## config.mk

```make
export PLATFORM = sky130hd
export DESIGN_NAME = system_clock_select_and_fast_rc_control
export DESIGN_NICKNAME = d
export VERILOG_FILES = /design/src/rtl/clk_ctrl_pkg.sv /design/src/rtl/system_clock_select_and_fast_rc_control.sv /design/src/rtl/clk_switch.sv
export SDC_FILE = /design/constraint.sdc
export NUM_CORES = 1
export LEC_CHECK = 0
export BUFFER_PORTS_ARGS = -buffer_cell sky130_fd_sc_hd__clkbuf_2
export CAP_MARGIN = 15
export CORE_ASPECT_RATIO = 0.75
export CORE_UTILIZATION = 43
export CTS_BUF_LIST = sky130_fd_sc_hd__clkbuf_4 sky130_fd_sc_hd__clkbuf_8
export DETAILED_ROUTE_END_ITERATION = 7
export MAX_ROUTING_LAYER = met4
export PLACE_DENSITY_LB_ADDON = 0.08
export SKIP_LAST_GASP = 1
export SLEW_MARGIN = 20
export SYNTH_ARGS = -nofsm -noshare
export SYNTH_HDL_FRONTEND = slang
export SYNTH_SLANG_ARGS = --single-unit
```

## constraint.sdc

```tcl
create_clock -name pclk -period 3.1 [get_ports pclk]
set_clock_uncertainty 0.2 [all_clocks]
set_input_delay 0.62 -clock pclk [delete_from_list [all_inputs] [get_ports pclk]]
set_output_delay 0.62 -clock pclk [all_outputs]
set_load 0.1 [all_outputs]
```

## src/rtl/clk_ctrl_pkg.sv

```systemverilog
// Shared constants, types and helpers for the system clock select and fast RC control block.
// Assumes a single APB clock domain; oscillator clocks arrive as sampled pins.
package clk_ctrl_pkg;

  // ----------------------------------------------------------------
  // Register map
  // ----------------------------------------------------------------
  localparam logic [7:0] OFS_SYS_CLK_CTRL = 8'h00;
  localparam logic [7:0] OFS_FAST_RC_CTRL = 8'h04;
  localparam logic [7:0] OFS_IRQ_STATUS = 8'h08;
  localparam logic [7:0] OFS_IRQ_MASK = 8'h0c;
  localparam logic [7:0] OFS_CLK_STATE = 8'h10;

  localparam int SEL_HI = 7;
  localparam int SEL_LO = 5;
  localparam int HSRC_BIT = 3;
  localparam int LSRC_BIT = 2;
  localparam int HKEEP_BIT = 1;
  localparam int LKEEP_BIT = 0;
  localparam logic [7:0] SCC_WMASK = 8'hef;
  localparam logic [7:0] SCC_RESET = 8'h00;

  localparam int FREQ_HI = 3;
  localparam int FREQ_LO = 2;
  localparam int FLAG_BIT = 1;
  localparam int EN_BIT = 0;
  localparam logic RC_EN_RESET = 1'b1;

  localparam int IRQ_W = 2;
  localparam int IRQ_STABLE = 0;
  localparam int IRQ_SWITCH = 1;

  localparam logic [2:0] SEL_SUB = 3'h7;
  localparam logic [2:0] SWITCH_CUR_TICKS = 3'h4;

  // ----------------------------------------------------------------
  // Timing
  // ----------------------------------------------------------------
  localparam int CLK_PERIOD_NS = 20;
  localparam int FAST_RC_SETTLE_NS = 1000;
  localparam int SETTLE_CYC = (FAST_RC_SETTLE_NS + CLK_PERIOD_NS - 1) / CLK_PERIOD_NS;
  localparam logic [7:0] SETTLE_CNT = SETTLE_CYC[7:0];

  // ----------------------------------------------------------------
  // Types
  // ----------------------------------------------------------------
  typedef enum logic [5:0] {
    MODE_FAST = 6'h01,
    MODE_SLOW = 6'h02,
    MODE_IDLE0 = 6'h04,
    MODE_IDLE1 = 6'h08,
    MODE_IDLE2 = 6'h10,
    MODE_SLEEP = 6'h20
  } mode_t;

  typedef enum logic [2:0] {
    SW_RUN = 3'h1,
    SW_COUNT = 3'h2,
    SW_WAIT = 3'h4
  } sw_state_t;

  // ----------------------------------------------------------------
  // Helpers
  // ----------------------------------------------------------------
  function automatic mode_t run_mode(input logic [2:0] sel);
    run_mode = (sel == SEL_SUB) ? MODE_SLOW : MODE_FAST;
  endfunction : run_mode

  function automatic logic [1:0] freq_norm(input logic [1:0] code);
    freq_norm = (code == 2'h3) ? 2'h0 : code;
  endfunction : freq_norm

endpackage : clk_ctrl_pkg

```

## src/rtl/system_clock_select_and_fast_rc_control.sv

```systemverilog
// System clock select, halt power modes and fast RC oscillator control with an APB slave.
// Assumes oscillator clocks and the analog ready level arrive as asynchronous pins,
// while halt and wake requests come from CPU logic on pclk.
//
// The APB register port and the register offsets were left to the implementer.
`timescale 1ns/100ps
`default_nettype none
module system_clock_select_and_fast_rc_control
(
  input wire logic pclk,
  input wire logic presetn,
  input wire logic psel,
  input wire logic penable,
  input wire logic pwrite,
  input wire logic [7:0] paddr,
  input wire logic [31:0] pwdata,
  output logic [31:0] prdata,
  output logic pready,
  output logic pslverr,
  input wire logic internal_fast_rc_osc,
  input wire logic external_fast_crystal,
  input wire logic internal_slow_rc_osc,
  input wire logic external_slow_crystal,
  input wire logic fast_rc_ready,
  input wire logic halt_req,
  input wire logic wake_req,
  output logic sys_tick,
  output logic fast_rc_osc_run,
  output logic [1:0] fast_rc_freq_out,
  output logic fast_xtal_run,
  output logic slow_rc_run,
  output logic slow_xtal_run,
  output logic cpu_halted,
  output clk_ctrl_pkg::mode_t power_mode,
  output logic irq
);
  import clk_ctrl_pkg::*;

  // ----------------------------------------------------------------
  // Pin synchronisers
  // ----------------------------------------------------------------
  logic [4:0] pin_meta, pin_sync, pin_last;
  logic [3:0] osc_edge;
  logic ready_sync;

  always_ff @(posedge pclk or negedge presetn)
  begin
    if (!presetn)
    begin
      pin_meta <= 5'h00;
      pin_sync <= 5'h00;
      pin_last <= 5'h00;
    end
    else
    begin
      pin_meta <= {fast_rc_ready, external_slow_crystal, internal_slow_rc_osc,
                   external_fast_crystal, internal_fast_rc_osc};
      pin_sync <= pin_meta;
      pin_last <= pin_sync;
    end
  end

  assign osc_edge = pin_sync[3:0] & ~pin_last[3:0];
  assign ready_sync = pin_sync[4];

  // ----------------------------------------------------------------
  // Register state
  // ----------------------------------------------------------------
  logic [7:0] sys_clock_control, next_sys_clock_control;
  logic fast_rc_osc_enable, next_fast_rc_osc_enable;
  logic [1:0] fast_rc_freq_select, next_fast_rc_freq_select;
  logic fast_rc_stable_flag, next_fast_rc_stable_flag;
  logic [7:0] settle_cnt, next_settle_cnt;
  logic [1:0] next_fast_rc_freq_out;
  logic [IRQ_W-1:0] irq_status, next_irq_status;
  logic [IRQ_W-1:0] irq_mask, next_irq_mask;
  logic next_irq;
  logic [31:0] next_prdata;
  logic next_pready, next_pslverr;
  logic wr_commit, rd_setup, addr_ok;
  logic [IRQ_W-1:0] events;
  logic restart;
  logic [4:0] cfg_active;
  logic switch_done;
  logic [7:0] fast_rc_control;

  // Read view of the fast RC register; upper bits are constant zero.
  always_comb
  begin
    fast_rc_control = 8'h00;
    fast_rc_control[FREQ_HI:FREQ_LO] = fast_rc_freq_select;
    fast_rc_control[FLAG_BIT] = fast_rc_stable_flag;
    fast_rc_control[EN_BIT] = fast_rc_osc_enable;
  end

  // ----------------------------------------------------------------
  // APB slave
  // ----------------------------------------------------------------
  // One wait state: pready comes from a flop, so reads are registered too.
  assign wr_commit = psel && penable && pready && pwrite;
  assign rd_setup = psel && penable && !pready;

  always_comb
  begin
    addr_ok = (paddr == OFS_SYS_CLK_CTRL) || (paddr == OFS_FAST_RC_CTRL) ||
              (paddr == OFS_IRQ_STATUS) || (paddr == OFS_IRQ_MASK) ||
              (paddr == OFS_CLK_STATE);
    next_pready = rd_setup;
    next_pslverr = rd_setup && !addr_ok;
    next_prdata = 32'h00000000;
    if (rd_setup && !pwrite)
    begin
      case (paddr)
        OFS_SYS_CLK_CTRL:
        begin
          next_prdata[7:0] = sys_clock_control;
        end
        OFS_FAST_RC_CTRL:
        begin
          next_prdata[7:0] = fast_rc_control;
        end
        OFS_IRQ_STATUS:
        begin
          next_prdata[IRQ_W-1:0] = irq_status;
        end
        OFS_IRQ_MASK:
        begin
          next_prdata[IRQ_W-1:0] = irq_mask;
        end
        OFS_CLK_STATE:
        begin
          next_prdata[4:0] = cfg_active;
          next_prdata[13:8] = power_mode;
          next_prdata[17:16] = fast_rc_freq_out;
        end
        default:
        begin
          next_prdata = 32'h00000000;
        end
      endcase
    end
  end

  // ----------------------------------------------------------------
  // Control registers and fast RC stabilisation
  // ----------------------------------------------------------------
  always_comb
  begin
    next_sys_clock_control = sys_clock_control;
    next_fast_rc_osc_enable = fast_rc_osc_enable;
    next_fast_rc_freq_select = fast_rc_freq_select;
    next_irq_mask = irq_mask;
    if (wr_commit && (paddr == OFS_SYS_CLK_CTRL))
    begin
      next_sys_clock_control = pwdata[7:0] & SCC_WMASK;
    end
    if (wr_commit && (paddr == OFS_FAST_RC_CTRL))
    begin
      // The stable flag bit of the write data is dropped here.
      next_fast_rc_freq_select = pwdata[FREQ_HI:FREQ_LO];
      next_fast_rc_osc_enable = pwdata[EN_BIT];
    end
    if (wr_commit && (paddr == OFS_IRQ_MASK))
    begin
      next_irq_mask = pwdata[IRQ_W-1:0];
    end
    restart = (next_fast_rc_osc_enable && !fast_rc_osc_enable) ||
              (fast_rc_osc_enable && (next_fast_rc_freq_select != fast_rc_freq_select));
    next_settle_cnt = settle_cnt;
    next_fast_rc_stable_flag = fast_rc_stable_flag;
    if (!next_fast_rc_osc_enable)
    begin
      next_settle_cnt = 8'h00;
      next_fast_rc_stable_flag = 1'b0;
    end
    else if (restart)
    begin
      next_settle_cnt = 8'h00;
      next_fast_rc_stable_flag = 1'b0;
    end
    else if (settle_cnt != SETTLE_CNT)
    begin
      next_settle_cnt = 8'(settle_cnt + 8'h01);
    end
    else
    begin
      next_fast_rc_stable_flag = ready_sync;
    end
    next_fast_rc_freq_out = fast_rc_freq_out;
    if (next_fast_rc_stable_flag && !fast_rc_stable_flag)
    begin
      next_fast_rc_freq_out = freq_norm(fast_rc_freq_select);
    end
  end

  // ----------------------------------------------------------------
  // Interrupts
  // ----------------------------------------------------------------
  always_comb
  begin
    events = '0;
    events[IRQ_STABLE] = next_fast_rc_stable_flag && !fast_rc_stable_flag;
    events[IRQ_SWITCH] = switch_done;
    next_irq_status = irq_status;
    if (wr_commit && (paddr == OFS_IRQ_STATUS))
    begin
      next_irq_status = irq_status & ~pwdata[IRQ_W-1:0];
    end
    // A new event beats a clear in the same cycle.
    next_irq_status = next_irq_status | events;
    next_irq = |(next_irq_status & next_irq_mask);
  end

  // ----------------------------------------------------------------
  // Power mode and oscillator run controls
  // ----------------------------------------------------------------
  mode_t next_power_mode;
  logic next_cpu_halted, high_on, low_on;
  logic next_fast_rc_osc_run, next_fast_xtal_run, next_slow_rc_run, next_slow_xtal_run;
  logic hkeep, lkeep, hsrc, lsrc;

  assign hkeep = sys_clock_control[HKEEP_BIT];
  assign lkeep = sys_clock_control[LKEEP_BIT];
  assign hsrc = sys_clock_control[HSRC_BIT];
  assign lsrc = sys_clock_control[LSRC_BIT];

  always_comb
  begin
    next_power_mode = power_mode;
    case (power_mode)
      MODE_FAST, MODE_SLOW:
      begin
        if (halt_req)
        begin
          case ({hkeep, lkeep})
            2'b00: next_power_mode = MODE_SLEEP;
            2'b01: next_power_mode = MODE_IDLE0;
            2'b11: next_power_mode = MODE_IDLE1;
            default: next_power_mode = MODE_IDLE2;
          endcase
        end
        else
        begin
          next_power_mode = run_mode(cfg_active[4:2]);
        end
      end
      MODE_IDLE0, MODE_IDLE1, MODE_IDLE2, MODE_SLEEP:
      begin
        if (wake_req)
        begin
          next_power_mode = run_mode(cfg_active[4:2]);
        end
      end
      default:
      begin
        next_power_mode = MODE_FAST;
      end
    endcase
    next_cpu_halted = !((next_power_mode == MODE_FAST) || (next_power_mode == MODE_SLOW));
    high_on = !next_cpu_halted || hkeep;
    low_on = !next_cpu_halted || lkeep;
    // The unselected fast RC still follows its own enable while the CPU runs.
    next_fast_rc_osc_run = fast_rc_osc_enable && (hsrc ? !next_cpu_halted : high_on);
    next_fast_xtal_run = hsrc && high_on;
    next_slow_rc_run = !lsrc && low_on;
    next_slow_xtal_run = lsrc && low_on;
  end

  // ----------------------------------------------------------------
  // Clock selection switcher
  // ----------------------------------------------------------------
  clk_switch u_clk_switch
  (
    .pclk(pclk),
    .presetn(presetn),
    .cfg_req({sys_clock_control[SEL_HI:SEL_LO], hsrc, lsrc}),
    .osc_edge(osc_edge),
    .sys_tick(sys_tick),
    .cfg_active(cfg_active),
    .switch_done(switch_done)
  );

  // ----------------------------------------------------------------
  // State registers
  // ----------------------------------------------------------------
  always_ff @(posedge pclk or negedge presetn)
  begin
    if (!presetn)
    begin
      sys_clock_control <= SCC_RESET;
      fast_rc_osc_enable <= RC_EN_RESET;
      fast_rc_freq_select <= 2'h0;
      fast_rc_stable_flag <= 1'b0;
      settle_cnt <= 8'h00;
      fast_rc_freq_out <= 2'h0;
      irq_status <= '0;
      irq_mask <= '0;
      irq <= 1'b0;
      prdata <= 32'h00000000;
      pready <= 1'b0;
      pslverr <= 1'b0;
      power_mode <= MODE_FAST;
      cpu_halted <= 1'b0;
      fast_rc_osc_run <= 1'b1;
      fast_xtal_run <= 1'b0;
      slow_rc_run <= 1'b1;
      slow_xtal_run <= 1'b0;
    end
    else
    begin
      sys_clock_control <= next_sys_clock_control;
      fast_rc_osc_enable <= next_fast_rc_osc_enable;
      fast_rc_freq_select <= next_fast_rc_freq_select;
      fast_rc_stable_flag <= next_fast_rc_stable_flag;
      settle_cnt <= next_settle_cnt;
      fast_rc_freq_out <= next_fast_rc_freq_out;
      irq_status <= next_irq_status;
      irq_mask <= next_irq_mask;
      irq <= next_irq;
      prdata <= next_prdata;
      pready <= next_pready;
      pslverr <= next_pslverr;
      power_mode <= next_power_mode;
      cpu_halted <= next_cpu_halted;
      fast_rc_osc_run <= next_fast_rc_osc_run;
      fast_xtal_run <= next_fast_xtal_run;
      slow_rc_run <= next_slow_rc_run;
      slow_xtal_run <= next_slow_xtal_run;
    end
  end

endmodule : system_clock_select_and_fast_rc_control
`default_nettype wire

```

## src/rtl/clk_switch.sv

```systemverilog
// Clock selection switcher: divides the chosen source and moves to a new selection.
// Assumes the four oscillator edge strobes are already synchronised to pclk.
`timescale 1ns/100ps
`default_nettype none
module clk_switch
(
  input wire logic pclk,
  input wire logic presetn,
  input wire logic [4:0] cfg_req,
  input wire logic [3:0] osc_edge,
  output logic sys_tick,
  output logic [4:0] cfg_active,
  output logic switch_done
);
  import clk_ctrl_pkg::*;

  sw_state_t state, next_state;
  logic [5:0] div_cnt, next_div_cnt;
  logic [2:0] tick_cnt, next_tick_cnt;
  logic [4:0] next_cfg_active;
  logic next_sys_tick, next_switch_done;
  logic cur_edge, tgt_edge, cur_tick;
  logic [5:0] mask;

  // Config layout is {select[2:0], high source, low source}.
  function automatic logic pick(input logic [4:0] cfg, input logic [3:0] e);
    if (cfg[4:2] == SEL_SUB)
    begin
      pick = cfg[0] ? e[3] : e[2];
    end
    else
    begin
      pick = cfg[1] ? e[1] : e[0];
    end
  endfunction : pick

  always_comb
  begin
    cur_edge = pick(cfg_active, osc_edge);
    tgt_edge = pick(cfg_req, osc_edge);
    mask = (cfg_active[4:2] == SEL_SUB) ? 6'h00 : 6'(~(6'h3f << cfg_active[4:2]));
    cur_tick = cur_edge && ((div_cnt & mask) == mask);
    next_state = state;
    next_div_cnt = cur_edge ? 6'(div_cnt + 6'h01) : div_cnt;
    next_tick_cnt = tick_cnt;
    next_cfg_active = cfg_active;
    next_switch_done = 1'b0;
    next_sys_tick = cur_tick;
    case (state)
      SW_RUN:
      begin
        if (cfg_req != cfg_active)
        begin
          next_state = SW_COUNT;
          next_tick_cnt = 3'h0;
        end
      end
      SW_COUNT:
      begin
        if (cur_tick)
        begin
          next_tick_cnt = 3'(tick_cnt + 3'h1);
          if (next_tick_cnt == SWITCH_CUR_TICKS)
          begin
            next_state = SW_WAIT;
          end
        end
      end
      SW_WAIT:
      begin
        // Changing over on a target edge avoids a runt period on the system clock.
        if (tgt_edge)
        begin
          next_cfg_active = cfg_req;
          next_div_cnt = 6'h00;
          next_switch_done = 1'b1;
          next_state = SW_RUN;
        end
      end
      default:
      begin
        next_state = SW_RUN;
      end
    endcase
  end

  always_ff @(posedge pclk or negedge presetn)
  begin
    if (!presetn)
    begin
      state <= SW_RUN;
      div_cnt <= 6'h00;
      tick_cnt <= 3'h0;
      cfg_active <= 5'h00;
      sys_tick <= 1'b0;
      switch_done <= 1'b0;
    end
    else
    begin
      state <= next_state;
      div_cnt <= next_div_cnt;
      tick_cnt <= next_tick_cnt;
      cfg_active <= next_cfg_active;
      sys_tick <= next_sys_tick;
      switch_done <= next_switch_done;
    end
  end

endmodule : clk_switch
`default_nettype wire

```

Word level (Yosys, flattened, before mapping)
Index checks and enable logic that the tools add are counted.

word-level totals
  register bits = 104
  input port bits = 52
  output and inout port bits = 49
  logic and storage cells = 154

cells by class
  add/sub/neg operators = 3
  eq/ne operators = 30
  shifts and indexed selects = 1
  muxes and demuxes = 43
  bitwise logic cells = 8
  reductions and logical operators = 42

operators with widths
  kind                                                                      number
  6-bit two-way mux                                                         7
  8-bit two-way mux                                                         3
  3-bit two-way mux                                                         7
  1-bit logical AND                                                         18
  18-bit two-way mux                                                        1
  3-bit case mux with 3 select lines                                        2
  6-bit case mux with 3 select lines                                        1
  8-bit by 4-bit == test with 1-bit output (second input constant)          2
  1-bit two-way mux                                                         13
  3-bit == test (second input constant)                                     4
  6-bit by 1-bit == test with 1-bit output (second input constant)          2
  6-bit by 2-bit == test with 1-bit output (second input constant)          2
  2-bit two-way mux                                                         6
  6-bit case mux with 2 select lines                                        1
  2-bit case mux with 5 select lines                                        1
  8-bit by 1-bit adder with 8-bit output (second input constant)            1
  8-bit by 3-bit == test with 1-bit output (second input constant)          1
  8-bit by 5-bit == test with 1-bit output (second input constant)          1
  8-bit logical NOT                                                         1
  1-bit logical OR                                                          8
  2-bit by 1-bit inequality test with 1-bit output (second input constant)  4
  8-bit by 6-bit inequality test with 1-bit output (second input constant)  1
  1-bit logical NOT                                                         7
  6-bit by 1-bit adder with 6-bit output (second input constant)            1
  other kinds (29)                                                          32

Depth between registers and ports, before layout
  word-level depth = 14
  gate-level depth with buffers = 7
  gate-level depth less buffers = 7

Cells and area by module
From an unflattened synthesis, not the netlist that was laid out.

unflattened totals
  cell total of the unflattened synthesis = 357
  area total of the unflattened synthesis = 4078.9 µm²

modules (own cells, without submodules)
  module                                   times used  cells each  area an instance (µm²)  sequential area each (µm²)
  system_clock_select_and_fast_rc_control  1           253         2992.9                  1731.7
  clk_switch                               1           104         1086.0                  476.7

Worst setup path before layout
No wires, ideal clock.

  path kind = register -> register
  start = reg power_mode[3]
  end = reg fast_xtal_run
  library setup time = 0.119 ns
  data arrival time = 2.301 ns
  required time = 2.781 ns
  setup slack = 0.480 ns
  stages on the path, launching flop included = 6
  path buffers = 0
  clock period less this slack = 2.620 ns
  path through = dfrtp_1 > or3_1 > or2_2 > a2111oi_4 > nor2_1 > o21a_1

between the ends
  word-level cells in the longest chain between the ends = 7
  elaborated cells on any way between the ends = 15
  those cells by class = eq/ne: 8; mux: 2; reduce/logical: 5

ends and longest elaborated chain
  item                                                                                                         line                                            source
  start, declared                                                                                              system_clock_select_and_fast_rc_control.sv:34   output clk_ctrl_pkg::mode_t power_mode,
  start signal, assigned                                                                                       system_clock_select_and_fast_rc_control.sv:323  power_mode <= next_power_mode;
  6-bit by 3-bit == test with 1-bit output, or another cell as far along                                       system_clock_select_and_fast_rc_control.sv:230  case (power_mode)
  4-bit OR reduction / 2-bit OR reduction (equally long branches)                                              system_clock_select_and_fast_rc_control.sv:230
  6-bit case mux with 2 select lines *                                                                         system_clock_select_and_fast_rc_control.sv:230
  6-bit by 1-bit == test with 1-bit output / 6-bit by 2-bit == test with 1-bit output (equally long branches)  system_clock_select_and_fast_rc_control.sv:259  next_cpu_halted = !((next_power_mode == MODE_FAST) || (next_power_mode == MODE_SLOW));
  1-bit logical OR *                                                                                           system_clock_select_and_fast_rc_control.sv:259
  1-bit logical OR *                                                                                           system_clock_select_and_fast_rc_control.sv:260  high_on = !next_cpu_halted || hkeep;
  1-bit logical AND *                                                                                          system_clock_select_and_fast_rc_control.sv:264  next_fast_xtal_run = hsrc && high_on;
  named net next_fast_xtal_run                                                                                 system_clock_select_and_fast_rc_control.sv:219  logic next_fast_rc_osc_run, next_fast_xtal_run, next_slow_rc_run, next_slow_xtal_run;
  end signal, assigned                                                                                         system_clock_select_and_fast_rc_control.sv:326  fast_xtal_run <= next_fast_xtal_run;
  end, declared                                                                                                system_clock_select_and_fast_rc_control.sv:30   output logic fast_xtal_run,

Mark *: on every way through the listed nets, which the timed path passes. The rest lies on a longest branch.
A chain may end at the register's enable or synchronous reset.

Final worst setup path
  start = reg u_clk_switch.cfg_active[3]
  end = reg u_clk_switch.state[2]

between the ends
  word-level cells in the longest chain between the ends = 8
  elaborated cells on any way between the ends = 12
  those cells by class = eq/ne: 5; shift: 1; mux: 2; bitwise: 2; reduce/logical: 2

ends and longest elaborated chain
  item                                                               line               source
  start, declared                                                    clk_switch.sv:12   output logic [4:0] cfg_active,
  start signal, assigned                                             clk_switch.sv:103  cfg_active <= next_cfg_active;
  6-bit by 3-bit << shifter with 6-bit output                        clk_switch.sv:41   mask = (cfg_active[4:2] == SEL_SUB) ? 6'h00 : 6'(~(6'h3f << cfg_active[4:2]));
  6-bit inverter                                                     clk_switch.sv:41
  6-bit two-way mux                                                  clk_switch.sv:41
  6-bit AND                                                          clk_switch.sv:42   cur_tick = cur_edge && ((div_cnt & mask) == mask);
  6-bit == test                                                      clk_switch.sv:42
  1-bit logical AND                                                  clk_switch.sv:42
  2-bit by 1-bit inequality test with 1-bit output (no source line)  --
  4-bit AND reduction (no source line) *                             --
  end signal, assigned                                               clk_switch.sv:100  state <= next_state;
  end, declared                                                      clk_switch.sv:17   sw_state_t state, next_state;

Every way passes the cells marked *; elsewhere a longest branch is shown, timed or not.

==> impl_metrics.ini <==
[outcome]
outcome = completed

[clock_network]
ctsRootBufferMaster = sky130_fd_sc_hd__clkbuf_8
ctsLongestPathBuffers = 2
clock_sink_count = 88
clock_latency_ns = 0.37
cts_hold_buffers = 0
clkSlewWorstSetupHoldPaths_ns = 0.08
cts.repair_timing.setup_buffer_count = 0
cts_resized = 0
cts_tree = yes
cts_buffers = 9
htreeDepth = 3

[cells_and_area]
flow.area_growth_from_synthesis_pct = 15.82
most_common_library_cell_in_the_layout_ignoring_fill_and_taps = sky130_fd_sc_hd__dfrtp_1
layout-drive-gt1-share_pct = 28.40
layout.cells.most_common_list = 83 x sky130_fd_sc_hd__dfrtp_1, 58 x sky130_fd_sc_hd__clkbuf_2, 29 x sky130_fd_sc_hd__nor2_1
fin_nets = 478
antenna-diode-count = 0
final_cell_count_no_fill = 554

[routing]
ant_nets = 0
drc_errors = 0
drt_pre_antenna_iters = 4
routed_wire_length_per_instance_microns = 15.31
vias_per_cell = 5.023
detail_route.iter0.violations = 133
wl_microns = 8484
route.vias.total = 2783

[critical_path]
timing.setup.critical_path_class = reg -> reg
startpoint = u_clk_switch.cfg_active[3]
timing.rr.end = u_clk_switch.state[2]
endpoint_kind = flop
start_kind = flop
cp_data_arrival_time_ns = 2.56
crit_end = u_clk_switch.state[2]
timing.reg2reg.worst_path_depth = 5
critPathMaxFanout = 9
worstPathRequired_ns = 3.19
ff2ff_setup_slack_ns = 0.63
rr_startpoint = u_clk_switch.cfg_active[3]

[synthesis]
synth-edff-count = 0
synthesis.area_sq_um = 4043
synth.distinct_cells = 60
synth.yosys.seq_area_share_pct = 54.63
ys_warns = 0
postSynth.asyncResetShare_pct = 100.0
synth.avg_cell_area_sq_um = 11.55
syn_inst = 350
synth_top_flop_cell = sky130_fd_sc_hd__dfrtp_1
synth-seq-cells = 88

[power]
switching_share_pct = 34.68
p_int_w = 0.001828
p_comb_share_pct = 22.9
clock_power_share_pct = 29.0
total_power_divided_by_cell_area_nw_per_um2 = 597.9
max-vdd-ir-drop_mv = 0.2801
share_seq_of_total_power_pct = 48.1
switchingPower_w = 0.0009708
power_leakage_nw = 2.257

[grt]
global_routing_met3_resource_utilization_pct = 5.088
grt_pass1_wl_microns = 14210
grt_use_total_pct = 19.92
use_met2_pct = 25.45
grt_util_met1_pct = 30.09
global_route.peak_usage_layer = met1
grt_start_max_net_pins = 50
grt_overflow_total = 0
grt_antenna_before_repair = 0
vias_in_the_first_global_route = 2714

[floorplanning]
design.portCount = 101
die_height_microns = 85.97
placement_rows = 30
floorplan_die_area_sq_um = 9797
die_width_microns = 114.0
core_sq_um = 9084
starting_density_of_the_core_pct = 44.50

[placed_design]
port_buffers = 59
place_congestion = 0.8030
pre_cts_ws_ns = 0.3829
dpl.cell_count = 538
detailed_place_hpwl_microns = 6252

[timing]
hold_viol = 0
number_of_pins_with_negative_max_slew_slack_in_the_final_report = 0
period_share_pct = 79.62
final_worst_path_period_need_ns = 2.468
timing.setup.tns_ns = 0
timing.final.setup_violations = 0
fmaxAchievable_mhz = 405.2
rsz0062_at_grt = no
layout_setup_ws_ns = 0.6318
slew-limit-headroom_pct = 50.43
measured_slew_at_the_worst_slew_check_pin_ns = 0.7247

[flow_run]
max_cap_viol_count = 0

[min_path]
min_path_type = in -> async
[Yosys cell counts, types with 2 or more instances]
cell / n / area, sq um
sky130_fd_sc_hd__a211oi_1: 2 / 15.01
sky130_fd_sc_hd__a21o_1: 6 / 45.04
sky130_fd_sc_hd__a21oi_1: 7 / 35.03
sky130_fd_sc_hd__a311oi_1: 2 / 17.52
sky130_fd_sc_hd__a31oi_1: 4 / 25.02
sky130_fd_sc_hd__a32o_1: 3 / 30.03
sky130_fd_sc_hd__and2_1: 9 / 56.30
sky130_fd_sc_hd__and3_1: 4 / 25.02
sky130_fd_sc_hd__buf_1: 2 / 7.510
sky130_fd_sc_hd__buf_2: 4 / 20.02
sky130_fd_sc_hd__buf_4: 16 / 120.1
sky130_fd_sc_hd__clkbuf_1: 3 / 11.26
sky130_fd_sc_hd__dfrtp_1: 83 / 2077
sky130_fd_sc_hd__dfstp_2: 5 / 131.4
sky130_fd_sc_hd__ha_1: 5 / 62.56
sky130_fd_sc_hd__inv_1: 14 / 52.55
sky130_fd_sc_hd__mux2_2: 17 / 191.4
sky130_fd_sc_hd__mux2i_1: 5 / 50.05
sky130_fd_sc_hd__mux4_2: 2 / 45.04
sky130_fd_sc_hd__nand2_1: 18 / 67.56
sky130_fd_sc_hd__nand2b_1: 3 / 18.77
sky130_fd_sc_hd__nand3_1: 9 / 45.04
sky130_fd_sc_hd__nand3b_1: 6 / 45.04
sky130_fd_sc_hd__nand4_1: 2 / 12.51
sky130_fd_sc_hd__nand4b_1: 4 / 35.03
sky130_fd_sc_hd__nor2_1: 29 / 108.9
sky130_fd_sc_hd__nor2b_1: 5 / 31.28
sky130_fd_sc_hd__nor3_1: 9 / 45.04
sky130_fd_sc_hd__nor3b_1: 5 / 37.54
sky130_fd_sc_hd__nor4_1: 3 / 18.77
sky130_fd_sc_hd__nor4_4: 2 / 42.54
sky130_fd_sc_hd__o211ai_1: 3 / 22.52
sky130_fd_sc_hd__o21a_1: 4 / 30.03
sky130_fd_sc_hd__o21ai_0: 8 / 40.04
sky130_fd_sc_hd__o31ai_1: 2 / 15.01
sky130_fd_sc_hd__or2_2: 2 / 12.51
sky130_fd_sc_hd__xnor2_1: 14 / 122.6
sky130_fd_sc_hd__xor2_1: 7 / 61.31
[per-stage QoR]
step	util (%)	total power, W	instance area, sq um	hold WS, ns
final	51.54	0.002799	4682	0.06203
after global routing	51.54	0.002938	4682	0.09453
after CTS	51.54	0.002827	4682	0.06919
after detailed placement	49.33	0.002011	4481	0.1347
after global placement	49.33	0.002002	4481	0.1321
after floorplan	-	0.001881	4099	0.1244
[worst min path at each step]
stage,end,cells past startpoint
global placement,pin_sync[2],0
CTS,power_mode[5],1
detailed placement,pin_sync[2],0
finish,cpu_halted,1
global route,fast_rc_freq_select[1],1
floorplan,cpu_halted,0
[power groups by stage]
stage,clock network [W],registers [W],logic (W)
final,0.000812,0.00135,0.000641
after global routing,0.000882,0.00136,0.000695
after CTS,0.000838,0.00135,0.000642
after detailed placement,0,0.00137,0.000643
after global placement,0,0.00137,0.000635
after floorplan,0,0.00153,0.000356
[state kept, by name (all words and copies together) (netlist names), 2 cells and up]
name	flops
irq_status	2
u_clk_switch.state	3
pin_meta	5
u_clk_switch.div_cnt	6
fast_rc_freq_select	2
sys_clock_control	7
u_clk_switch.tick_cnt	3
power_mode	6
fast_rc_freq_out	2
irq_mask	2
pin_last	4
pin_sync	5
u_clk_switch.cfg_active	5
settle_cnt	8
prdata	16
[per-layer routing]
layer / wire length (microns) / up-vias / part of all wire (%)
met3: 430 / 10 / 5.1
met2: 3295 / 90 / 39
met5: 0 / - / 0
met1: 4641 / 1335 / 55
met4: 117 / 0 / 1.4
li1: - / 1348 / -
[logic make-up after synthesis]
family | synth area share [%]
buf+inv | 5.231
flops | 54.63
xor+xnor | 4.550
simple gates | 16.90
mux | 7.459
compound gates | 9.595
other cells | 0.09276
fa+ha+maj | 1.548
[final cells by class]
class | count | area (sq um)
inverters | 14 | 52.55
fillers | 832 | 4402
clock buffers | 11 | 145.1
repair buffers | 70 | 380.4
multi-input cells | 238 | 1679
well taps | 128 | 160.2
flip-flops and latches | 88 | 2208
clock inverters | 5 | 56.30
[critical path, stage by stage (launching register included)]
cell,delay [ns]
sky130_fd_sc_hd__dfrtp_1,0.50
sky130_fd_sc_hd__a21boi_0,0.17
sky130_fd_sc_hd__a2111oi_0,0.66
sky130_fd_sc_hd__o21ai_0,0.30
sky130_fd_sc_hd__nor3_1,0.39
sky130_fd_sc_hd__o2bb2ai_1,0.17
Power figures use the tool's default switching activity.
